## src/rtl/asf_pkg.sv

```systemverilog
package asf_pkg;
  // ****************************************
  // register map
  // ****************************************
  localparam logic [7:0] ADDR_X_LO = 8'h32;
  localparam logic [7:0] ADDR_Z_HI = 8'h37;
  localparam logic [7:0] ADDR_CTRL = 8'h38;
  localparam logic [7:0] ADDR_BUFFER_STATUS = 8'h39;
  localparam logic [7:0] ADDR_SOURCE = 8'h30;
  // ****************************************
  // field layout
  // ****************************************
  localparam int MODE_HI = 7;
  localparam int MODE_LO = 6;
  localparam int TRIG_SEL_BIT = 5;
  localparam int SAMPLES_HI = 4;
  localparam int TRIG_FLAG_BIT = 7;
  localparam int SRC_READY_BIT = 7;
  localparam int SRC_WATERMARK_BIT = 1;
  localparam int SRC_OVERRUN_BIT = 0;
  localparam logic [7:0] CTRL_RESET = 8'h00;
  localparam int DEPTH = 32;
  localparam int SAMPLE_W = 48;
  // ****************************************
  // buffer modes and trigger states
  // ****************************************
  typedef enum logic [1:0] {
    ASF_BYPASS = 2'h0,
    ASF_FILL = 2'h1,
    ASF_STREAM = 2'h2,
    ASF_TRIGGER = 2'h3
  } asf_mode_t;
  typedef enum logic [2:0] {
    ASF_ST_IDLE = 3'h1,
    ASF_ST_ARMED = 3'h2,
    ASF_ST_FIRED = 3'h4
  } asf_trig_state_t;
endpackage

```

## src/rtl/asf_sample_fifo.sv

```systemverilog
// Overview of operation
// - two-bit mode field picks bypass, fill-and-stop, stream or trigger behaviour
// - fill-and-stop: accept until 33 held (32 stored plus output stage), then drop until not full
// - stream: keep newest 33 (32 stored plus output stage), overwriting oldest when full
// - trigger: keep pre-trigger samples, fill until full, then accept only when not full
// - trigger source is first event pin when select is 0, else second pin
// - fill and stream: sample count sets watermark level
// - trigger: sample count is number of samples kept in the store before trigger, plus one more in the output stage
// - bypass: sample count has no effect except that writing zero sets watermark
// - writing sample count zero sets watermark flag at once
// - top bit of buffer status shows trigger occurred
// - buffer status holds current entry count, readable any time
// - axis registers present samples; a read of them with burst_end high pops one level
// - 32 stored entries plus one output stage give 33 readable
// - watermark and overrun flags stick and clear via axis reads; ready follows whether a sample is readable
// - axis data twos complement, low byte at lower address
module asf_sample_fifo
  import asf_pkg::*;
#(
  parameter int DEPTH_P = DEPTH
) (
  // clock and reset
  input wire logic ref_clk,
  input wire logic rstn,
  // sampling path
  input wire logic sample_valid,
  output logic sample_ready,
  input wire logic [SAMPLE_W-1:0] sample_data,
  // event pins used as trigger sources
  input wire logic first_event_pin,
  input wire logic second_event_pin,
  // register port
  input wire logic reg_wr,
  input wire logic reg_rd,
  input wire logic burst_end,
  input wire logic [7:0] reg_addr,
  input wire logic [7:0] reg_wdata,
  output logic [7:0] reg_rdata,
  // status
  output logic data_ready_flag,
  output logic watermark_flag,
  output logic overrun_flag
);
  // ****************************************
  // local constants and helpers
  // ****************************************
  localparam int AW = $clog2(DEPTH_P);
  localparam logic [5:0] DEPTH_C = 6'(DEPTH_P);
  localparam logic [1:0] SKID_FULL = 2'h2;
  localparam logic [1:0] SKID_EMPTY = 2'h0;
  localparam logic [7:0] RDATA_IDLE = 8'h00;

  function automatic logic [AW-1:0] wrap_inc(input logic [AW-1:0] p);
    return (p == AW'(DEPTH_P - 1)) ? '0 : p + AW'(1);
  endfunction

  // one decode of the axis window, so pop and read data never disagree on its edges
  function automatic logic is_axis(input logic [7:0] a);
    return a >= ADDR_X_LO && a <= ADDR_Z_HI;
  endfunction

  // ****************************************
  // control register
  // ****************************************
  logic [7:0] ctrl;
  asf_mode_t mode;
  logic [4:0] samples;
  logic zero_write;
  logic ctrl_wr;
  logic arm_write;
  assign mode = asf_mode_t'(ctrl[MODE_HI:MODE_LO]);
  assign samples = ctrl[SAMPLES_HI:0];
  assign ctrl_wr = reg_wr && reg_addr == ADDR_CTRL;
  assign zero_write = ctrl_wr && reg_wdata[SAMPLES_HI:0] == '0;
  // any write that selects trigger mode re-arms, so an old trigger never carries over
  assign arm_write = ctrl_wr && reg_wdata[MODE_HI:MODE_LO] == ASF_TRIGGER;

  always_ff @(posedge ref_clk or negedge rstn) begin
    if (!rstn) begin
      ctrl <= CTRL_RESET;
    end else if (ctrl_wr) begin
      ctrl <= reg_wdata;
    end
  end

  // ****************************************
  // two-entry skid buffer on the sample path
  // ****************************************
  logic [SAMPLE_W-1:0] skid_data [2];
  logic [1:0] skid_cnt;
  logic skid_rd_ptr;
  logic skid_wr_ptr;
  logic in_valid;
  logic in_take;
  logic [SAMPLE_W-1:0] in_data;
  // the store never refuses a word, so the skid drains each cycle; it only absorbs
  // a stall if the store side is ever given back-pressure
  assign sample_ready = skid_cnt != SKID_FULL;
  assign in_valid = skid_cnt != SKID_EMPTY;
  assign in_data = skid_data[skid_rd_ptr];

  always_ff @(posedge ref_clk or negedge rstn) begin
    if (!rstn) begin
      skid_cnt <= 2'h0;
      skid_rd_ptr <= 1'b0;
      skid_wr_ptr <= 1'b0;
    end else begin
      if (sample_valid && sample_ready) begin
        skid_wr_ptr <= ~skid_wr_ptr;
      end
      if (in_take) begin
        skid_rd_ptr <= ~skid_rd_ptr;
      end
      skid_cnt <= skid_cnt + 2'(sample_valid && sample_ready) - 2'(in_take);
    end
  end

  always_ff @(posedge ref_clk) begin
    if (sample_valid && sample_ready) begin
      skid_data[skid_wr_ptr] <= sample_data;
    end
  end

  // ****************************************
  // trigger tracking
  // ****************************************
  asf_trig_state_t trig_state;
  logic trig_src;
  logic trig_src_d;
  logic trig_edge;
  assign trig_src = ctrl[TRIG_SEL_BIT] ? second_event_pin : first_event_pin;
  assign trig_edge = trig_src && !trig_src_d;

  // detector starts low like an idle pin, so leaving reset never looks like a trigger
  always_ff @(posedge ref_clk or negedge rstn) begin
    if (!rstn) begin
      trig_src_d <= 1'b0;
    end else begin
      trig_src_d <= trig_src;
    end
  end

  always_ff @(posedge ref_clk or negedge rstn) begin
    if (!rstn) begin
      trig_state <= ASF_ST_IDLE;
    end else if (mode != ASF_TRIGGER || ctrl_wr) begin
      trig_state <= arm_write ? ASF_ST_ARMED : ASF_ST_IDLE;
    end else begin
      case (trig_state)
        ASF_ST_IDLE: trig_state <= ASF_ST_ARMED;
        ASF_ST_ARMED: if (trig_edge) trig_state <= ASF_ST_FIRED;
        ASF_ST_FIRED: trig_state <= ASF_ST_FIRED;
        default: trig_state <= ASF_ST_IDLE;
      endcase
    end
  end

  // ****************************************
  // storage: 32 entries plus output stage
  // ****************************************
  logic [SAMPLE_W-1:0] mem [DEPTH_P];
  logic [AW-1:0] wr_ptr;
  logic [AW-1:0] rd_ptr;
  logic [5:0] mem_cnt;
  logic [SAMPLE_W-1:0] out_stage;
  logic out_valid;
  logic pop;
  logic mem_full;
  logic arrive;
  logic store;
  logic drop_old;
  logic lost;
  logic to_out;
  logic [5:0] entries;
  logic [7:0] status_byte;

  assign mem_full = mem_cnt == DEPTH_C;
  assign arrive = in_valid;
  assign in_take = in_valid; // buffer never stalls the skid: drops outside the pre-trigger window are counted as overrun
  // the output stage counts as a readable level, which is how 33 entries arise
  assign entries = mem_cnt + 6'(out_valid);
  // a read of axis byte at end of burst pops one level
  assign pop = reg_rd && burst_end && is_axis(reg_addr);

  // move a word into the output stage when it empties
  assign to_out = (!out_valid || pop) && mem_cnt != 6'h0;

  always_comb begin
    store = 1'b0;
    drop_old = 1'b0;
    lost = 1'b0;
    if (arrive) begin
      case (mode)
        ASF_BYPASS: store = 1'b0;
        ASF_FILL: begin
          store = !mem_full || to_out;
          lost = !store;
        end
        ASF_STREAM: begin
          store = 1'b1;
          drop_old = mem_full && !to_out;
          lost = drop_old;
        end
        ASF_TRIGGER: begin
          if (trig_state == ASF_ST_FIRED) begin
            store = !mem_full || to_out;
            lost = !store;
          end else begin
            store = 1'b1;
            // pre-trigger window: keep only the newest samples count entries
            drop_old = !to_out && (mem_cnt >= {1'b0, samples} || mem_full);
          end
        end
        default: store = 1'b0;
      endcase
    end
  end

  always_ff @(posedge ref_clk or negedge rstn) begin
    if (!rstn) begin
      wr_ptr <= '0;
      rd_ptr <= '0;
      mem_cnt <= 6'h0;
    end else if (mode == ASF_BYPASS) begin
      // bypass empties the store, so a later mode starts from a clean count
      wr_ptr <= '0;
      rd_ptr <= '0;
      mem_cnt <= 6'h0;
    end else begin
      if (store) begin
        wr_ptr <= wrap_inc(wr_ptr);
      end
      if (to_out || drop_old) begin
        rd_ptr <= wrap_inc(rd_ptr);
      end
      mem_cnt <= mem_cnt + 6'(store) - 6'(to_out || drop_old);
    end
  end

  always_ff @(posedge ref_clk) begin
    if (store) begin
      mem[wr_ptr] <= in_data;
    end
  end

  always_ff @(posedge ref_clk or negedge rstn) begin
    if (!rstn) begin
      out_stage <= '0;
      out_valid <= 1'b0;
    end else if (mode == ASF_BYPASS) begin
      // bypass: newest sample lands directly in the axis registers
      if (arrive) begin
        out_stage <= in_data;
      end
      out_valid <= arrive ? 1'b1 : (pop ? 1'b0 : out_valid);
    end else if (to_out || drop_old && out_valid) begin
      // a drop retires the oldest readable word, which is the one in this stage;
      // refilling it keeps what the host reads a contiguous run of samples
      out_stage <= mem[rd_ptr];
      out_valid <= 1'b1;
    end else if (pop) begin
      out_valid <= 1'b0;
    end
  end

  // ****************************************
  // status flags
  // ****************************************
  logic wm_cond;
  // bypass ignores samples field; zero count latches watermark immediately
  assign wm_cond = (mode == ASF_FILL || mode == ASF_STREAM)
                   && entries >= {1'b0, samples} && samples != '0;

  // a set in the same cycle as a pop wins, so no event goes unreported
  always_ff @(posedge ref_clk or negedge rstn) begin
    if (!rstn) begin
      watermark_flag <= 1'b0;
    end else if (zero_write || wm_cond) begin
      watermark_flag <= 1'b1;
    end else if (pop) begin
      watermark_flag <= 1'b0;
    end
  end

  // overrun covers both a dropped arrival and an overwritten unread word, except pre-trigger discards
  always_ff @(posedge ref_clk or negedge rstn) begin
    if (!rstn) begin
      overrun_flag <= 1'b0;
    end else if (lost || drop_old && mode == ASF_STREAM || arrive && mode == ASF_BYPASS
                 && out_valid && !pop) begin
      overrun_flag <= 1'b1;
    end else if (pop) begin
      overrun_flag <= 1'b0;
    end
  end

  // data-ready tracks presence of a readable sample, recomputed after each pop
  always_ff @(posedge ref_clk or negedge rstn) begin
    if (!rstn) begin
      data_ready_flag <= 1'b0;
    end else begin
      data_ready_flag <= (mode == ASF_BYPASS) ? (arrive || out_valid && !pop)
                         : (entries - 6'(pop) != 6'h0 || store);
    end
  end

  // ****************************************
  // read data
  // ****************************************
  logic [7:0] source_byte;
  assign status_byte = {trig_state == ASF_ST_FIRED, 1'b0, entries};

  // bits other than the three buffer events read as zero
  always_comb begin
    source_byte = RDATA_IDLE;
    source_byte[SRC_READY_BIT] = data_ready_flag;
    source_byte[SRC_WATERMARK_BIT] = watermark_flag;
    source_byte[SRC_OVERRUN_BIT] = overrun_flag;
  end

  always_ff @(posedge ref_clk or negedge rstn) begin
    if (!rstn) begin
      reg_rdata <= RDATA_IDLE;
    end else if (reg_rd) begin
      case (reg_addr)
        ADDR_CTRL: reg_rdata <= ctrl;
        ADDR_BUFFER_STATUS: reg_rdata <= status_byte;
        ADDR_SOURCE: reg_rdata <= source_byte;
        default: begin
          if (is_axis(reg_addr)) begin
            // twos complement words, low byte first per axis
            reg_rdata <= out_stage[8*(reg_addr - ADDR_X_LO) +: 8];
          end else begin
            reg_rdata <= RDATA_IDLE;
          end
        end
      endcase
    end
  end
endmodule

```

## config.mk

```make
export PLATFORM = sky130hd
export DESIGN_NAME = asf_sample_fifo
export DESIGN_NICKNAME = d
export VERILOG_FILES = /design/src/rtl/asf_pkg.sv /design/src/rtl/asf_sample_fifo.sv
export SDC_FILE = /design/constraint.sdc
export NUM_CORES = 2
export LEC_CHECK = 0
export BUFFER_PORTS_ARGS = -buffer_cell sky130_fd_sc_hd__buf_4
export CORE_MARGIN = 2
export CORE_UTILIZATION = 51
export DETAILED_ROUTE_END_ITERATION = 6
export GPL_ROUTABILITY_DRIVEN = 0
export MAX_ROUTING_LAYER = met4
export PLACE_DENSITY = 0.67
export SKIP_LAST_GASP = 1
export SLEW_MARGIN = 5
export SYNTH_ARGS = -nofsm -noshare
export SYNTH_HDL_FRONTEND = slang
export SYNTH_SLANG_ARGS = --single-unit
```

## constraint.sdc

```tcl
create_clock -name ref_clk -period 4.8 [get_ports ref_clk]
set_input_delay 0.96 -clock ref_clk [delete_from_list [all_inputs] [get_ports ref_clk]]
set_output_delay 0.96 -clock ref_clk [all_outputs]
set_load 0.02 [all_outputs]
```

* After elaboration in Yosys (flattened, before gate mapping)
Memory sizes are Yosys's and may differ from the RTL's. Cells that the tools add are included. Widths: inputs -> output; s select.
Cells by class: add/sub/neg operators 9, multiply operators 0, div/mod/pow operators 0, order comparisons 4, eq/ne operators 17, shift operators 1, muxes and demuxes 38, bitwise gates (word level) 2, reductions and logical operators 49
Operators with widths (number):
- $mux 48 | 3
- $shiftx 48x33->8 | 1
- $mux 5 | 6
- $eq 8x6->1 const B | 3
- $pmux 8 s3 | 1
- $logic_and 1x1->1 | 19
- $mux 1 | 19
- $add 6x1->6 | 2
- $ge 6x5->1 | 2
- $logic_or 1x1->1 | 12
- $reduce_bool 2->1 | 6
- $reduce_bool 6->1 | 2
- $sub 6x1->6 | 2
- $add 5x1->5 const B | 2
- $eq 5x5->1 const B | 2
- $pmux 3 s3 | 1
- $sub 8x6->9 const B | 1
- $ge 8x6->1 const B | 1
- $le 8x6->1 const B | 1
- $mux 8 | 1
- $eq 2x2->1 const B | 3
- $eq 6x6->1 const B | 1
- $logic_not 1->1 | 6
- $mux 3 | 2
- other kinds (18) | 21
Word-level totals: flip-flop bits (word level) 92, bits in latches 0, RAM bits 1632, memory bits (read-only) 0, bits of input ports 72, output and inout port bits 12, word-level logic and storage cells 137, memories kept 2
Memories:
- mem | words 32, width 48, read ports 1, clocked after Yosys merged registers in 0, wr ports 1, line asf_sample_fifo.sv:161 | logic [SAMPLE_W-1:0] mem [DEPTH_P];
- skid_data | words 2, width 48, read ports 1, clocked after Yosys merged registers in 0, wr ports 1, line asf_sample_fifo.sv:89 | logic [SAMPLE_W-1:0] skid_data [2];

* Longest topological paths before layout
depth after elaboration 14, gate-level depth with buffers 17, depth with buffers taken out 16

* Least setup slack after synthesis
Ideal clock, no wire load.
path type input -> register, start input port reg_addr[1], end memory mem[29][0] (enable), library setup time 0.454 ns, data arrival time 4.438 ns, required time 4.346 ns, path slack -0.092 ns, stages on the path 9, path buffers 1, path through clkbuf_1 -> inv_1 -> ha_1 -> inv_1 -> o2111ai_2 -> a21oi_1 -> o21a_2 -> nand2_1 -> nor2_1
Between the ends: cells in the longest elaborated chain, start to end 11, elaborated cells between the ends (all ways) 12, those cells by class order compare (2); mux (5); reduce/logical (5)
Ends and longest elaborated chain:
- start, declared | line asf_sample_fifo.sv:36 | input wire logic [7:0] reg_addr,
- $ge 8x6->1 / $le 8x6->1 (equally long branches) | line asf_sample_fifo.sv:59 | return a >= ADDR_X_LO && a <= ADDR_Z_HI;
- $logic_and 1x1->1 * | line asf_sample_fifo.sv:59
- $logic_and 1x1->1 * | line asf_sample_fifo.sv:183 | assign pop = reg_rd && burst_end && is_axis(reg_addr);
- $logic_or 1x1->1 * | line asf_sample_fifo.sv:186 | assign to_out = (!out_valid || pop) && mem_cnt != 6'h0;
- $logic_and 1x1->1 * | line asf_sample_fifo.sv:186
- $logic_or 1x1->1 * | line asf_sample_fifo.sv:196, asf_sample_fifo.sv:206
- $mux 1 | line asf_sample_fifo.sv:205 | if (trig_state == ASF_ST_FIRED) begin
- $pmux 1 s4 * | line asf_sample_fifo.sv:193 | case (mode)
- $mux 1 * | line asf_sample_fifo.sv:192 | if (arrive) begin
- $mux 1 * | line asf_sample_fifo.sv:241 | if (store) begin
- $mux 1 (implied by the code) * | line asf_sample_fifo.sv:242 | mem[wr_ptr] <= in_data;
- end, declared | line asf_sample_fifo.sv:161
Every way passes the cells marked *; elsewhere a longest branch is shown, timed or not.

* Worst setup path after layout
start register rd_ptr[0], end register out_stage[17]
Between the ends: cells in the longest elaborated chain, start to end 3
Ends and longest elaborated chain:
- start, declared | line asf_sample_fifo.sv:163 | logic [AW-1:0] rd_ptr;
- start signal, assigned | line asf_sample_fifo.sv:234 | rd_ptr <= wrap_inc(rd_ptr);
- $mem_v2 32x48
- $mux 48 | line asf_sample_fifo.sv:256 | end else if (to_out || drop_old && out_valid) begin
- $mux 48 | line asf_sample_fifo.sv:250 | end else if (mode == ASF_BYPASS) begin
- end signal, assigned | line asf_sample_fifo.sv:253 | out_stage <= in_data;
- end signal, assigned | line asf_sample_fifo.sv:259 | out_stage <= mem[rd_ptr];
- end, declared | line asf_sample_fifo.sv:165 | logic [SAMPLE_W-1:0] out_stage;
Every way passes these cells. The select of a mux whose other input is x is not followed. A chain may end at the register's enable or synchronous reset.

==> summary.md <==
| Metric | Value |
|---|---|
| CP Launch Type | `flop` |
| Worst Hold Class | `in2async` |
| Most common cell after layout, fill and taps aside | `edfxtp_1` |
| Die area | `0.136 mm2` |
| Failing checks | `antenna rules` |
| Max-slew headroom | `about a quarter` |
| CTS tree | `done` |
| Critical path fanouts, max | `36` |
| Longest Clk Path Bufs | `3` |
| Initial Util | `51.4%` |
| Worst-Margin Slew | `~1100 ps` |
| Max-Cap Viols | `0` |
| Routed WL | `between 150 and 200 mm` |
| FILL cells | `9591` |
| Dominant cells by area after synthesis | `edfxtp_1 (72%), mux2i_1 (9.5%), mux4_2 (3.5%)` |
| Post-CTS setup buffer count | `0` |
| Mapped Area | `0.0676 mm2` |
| Fin crit period | `3620 ps` |
| Async S/R FF share, synth | `5.34%` |
| Root buf cell | `clkbuf_16` |
| Hpwl dp | `96.9 mm` |
| Grt total ovfl | `0` |
| Hold Buf Count CTS | `0` |
| Seq cells post-synth | `1724` |
| Mux contribution to synthesized area | `13.9%` |
| Syn Area/Cell | `between 15 and 20 um2` |
| Commonest non-fill, non-tap cells in the layout | `edfxtp_1 (1632), mux2i_1 (641), buf_4 (207), clkbuf_16 (176), o21ai_0 (165)` |
| Port bufs | `83` |
| Post-cts resize count | `0` |
| Final hold violations | `0` |
| Cell area after layout | `0.0766 mm2` |
| Clock sink total | `approximately 1700` |
| Max Freq | `276 MHz` |
| Overall global routing resource usage | `25.2%` |
| Area grow syn2layout | `13.3%` |
| Tcrit/Tclk final | `75.4%` |
| Largest area contributor in the netlist | `edfxtp_1` |
| Simple-gate area share of the yosys netlist | `2.26%` |
| Synth Flop Type | `edfxtp_1` |
| Area of the multi-input gates | `roughly 0.015 mm2` |
| FF/Latch Area | `0.0513 mm2` |
| Post-synthesis net count | `3781` |
| GR peak layer | `met2` |
| Met1 Track Usage GR | `35.5%` |
| Synth warnings | `0` |
| Cell area after placement | `0.0713 mm2` |
| Final setup margin | `1180 ps` |
| Post-DRT Antenna Nets | `1` |
| Number of distinct library cells after synthesis | `63` |
| Post-layout net count | `between 3000 and 4000` |
| TritonRoute pass-1 iters | `6` |
| Share of cells above drive strength 1 | `17.0%` |
| Unrepaired setup endpoints after global routing | `false` |
| Final-report max-slew violation count | `0` |
| Wirelength per Cell | `about 29 um` |
| Skew final | `25.8 ps` |
| Adder-Cell Fraction of Synth Area | `less than 1%` |
| CTS Buf Count | `between 150 and 200` |
| Setup TNS | `0 ps` |
| 1st-iter DRT viols | `3829` |
| Sequential share of the synthesized area | `75.9%` |
| Vias per cell | `6.15` |
| Vias in the first global route | `35100` |
| Status | `finished, violations left` |
| Post-Synth XOR/XNOR Area | `0.168%` |
| Maximum VDD drop | `0.327 mV` |
| Skew-Pair Late Insertion Delay | `810 ps` |
| Post-synth EDFFs | `1632` |
| Place WS | `596 ps` |
| Remaining DRCs | `0` |
| H-tree levels | `4` |
| Complex-gate fraction of the synthesized area | `5.16%` |
| GR Layer Usage met3 | `5.19%` |
| Pin count of the biggest net entering global routing | `64` |
| Total number of vias | `35600` |
| Cells after synthesis | `3671` |
| CP Class | `reg2reg` |
| Nature of the critical path endpoint | `flop` |
| Static leakage power | `23.8 nW` |
| DIE HEIGHT | `approximately 370 um` |
| Site Rows | `133` |
| GRT met2 Usage | `37.4%` |
| Endpoints failing setup | `0` |
| Worst endpoint data arrival time | `4260 ps` |
| Main combinational cell family by area after synthesis | `multiplexers` |
| Global-route wire length before repair | `240 mm` |
| Post-layout util | `58.2%` |
| Antenna violations before repair | `2` |
| Clock slew seen by the registers of the worst setup and hold paths | `60 ps` |
| Power Density | `approximately 450 mW/mm2` |
| Hold WS | `62.5 ps` |
| Die width | `between 300 and 400 um` |
| Top cell type's share of synthesized area | `between 70 and 80%` |
| CP required | `5440 ps` |
| Core area | `0.132 mm2` |
| IO Count | `84` |
[worst max-delay path: stages (launching register included)]
cell	delay, ps
dfrtp_4	870
buf_12	280
buf_12	290
mux4_2	550
o21ai_0	270
nand2_1	240
o32ai_1	720
mux2i_1	170
[synth_stat cells (12+ instances only)]
library cell / instances
edfxtp_1: 1632
mux2i_1: 641
o21ai_0: 165
nor2_1: 109
mux4_2: 104
o22ai_1: 97
a221oi_1: 96
dfrtp_1: 91
buf_2: 85
nand2_1: 82
clkbuf_1: 77
inv_1: 77
mux2_2: 58
o22a_1: 49
o32ai_1: 49
or4_1: 49
ha_1: 37
a21oi_1: 21
buf_4: 20
buf_1: 12
[routing by layer]
layer / share of wire (%) / wire [um]
met1: 43 / 71100
met2: 46 / 76200
met3: 8.5 / 14000
met4: 2.4 / 3890
met5: 0 / 0
[flip-flops by register name, indices dropped and copies added (netlist names)]
signal,count
mem,1536
skid_data,96
out_stage,48
ctrl,8
reg_rdata,8
mem_cnt,6
rd_ptr,5
wr_ptr,5
trig_state,3
skid_cnt,2
data_ready_flag,1
out_valid,1
overrun_flag,1
skid_rd_ptr,1
skid_wr_ptr,1
trig_src_d,1
watermark_flag,1
[cell type report]
class	count	area share [%]
sequential	1724	67.0
multi-input combinational	1666	20.1
clock buffer	239	6.12
tap	1755	2.87
timing repair buffer	237	2.81
clock inverter	79	0.764
inverter	79	0.387
antenna	8	0.0261
[per-stage QoR]
stage          total power [mW]  cells
6_report                   34.5   5787
3_5_place_dp               22.3   5461
4_1_cts                    34.8   5779
2_1_floorplan              20.5   3671
5_1_grt                    35.6   5780
3_3_place_gp               22.1   5461
[where the power goes]
group,leakage [nW],internal [mW],switching (mW)
combinational,5.45,0.658,2.60
sequential,15.8,18.5,0.213
clock,2.56,7.11,5.51
total,23.8,26.2,8.33
[worst paths after layout]
kind	cells after the start	endpoint	slack [ps]	start
setup / recovery	7	out_stage[17]$_DFFE_PN0P_	1180	rd_ptr[0]$_DFFE_PN0P_
hold / removal	1	skid_wr_ptr$_DFFE_PN0P_	60	rstn
setup reg to reg	7	out_stage[17]$_DFFE_PN0P_	1180	rd_ptr[0]$_DFFE_PN0P_
hold reg to reg	2	out_stage[7]$_DFFE_PN0P_	520	out_stage[7]$_DFFE_PN0P_
max in group asynchronous	2	rd_ptr[1]$_DFFE_PN0P_	3660	rstn
min in group ref_clk	1	skid_data[0][13]$_DFFE_PP_	340	sample_data[13]
[cell families after synthesis]
family,Yosys count
DFF,1724
adders and majority gates,38
xor gates and xnor gates,13
AOI/OAI and AO/OA,506
buffers and inverters,281
muxes,803
and+or+nand+nor,306
Note: power is estimated with default switching activity, not from simulation.
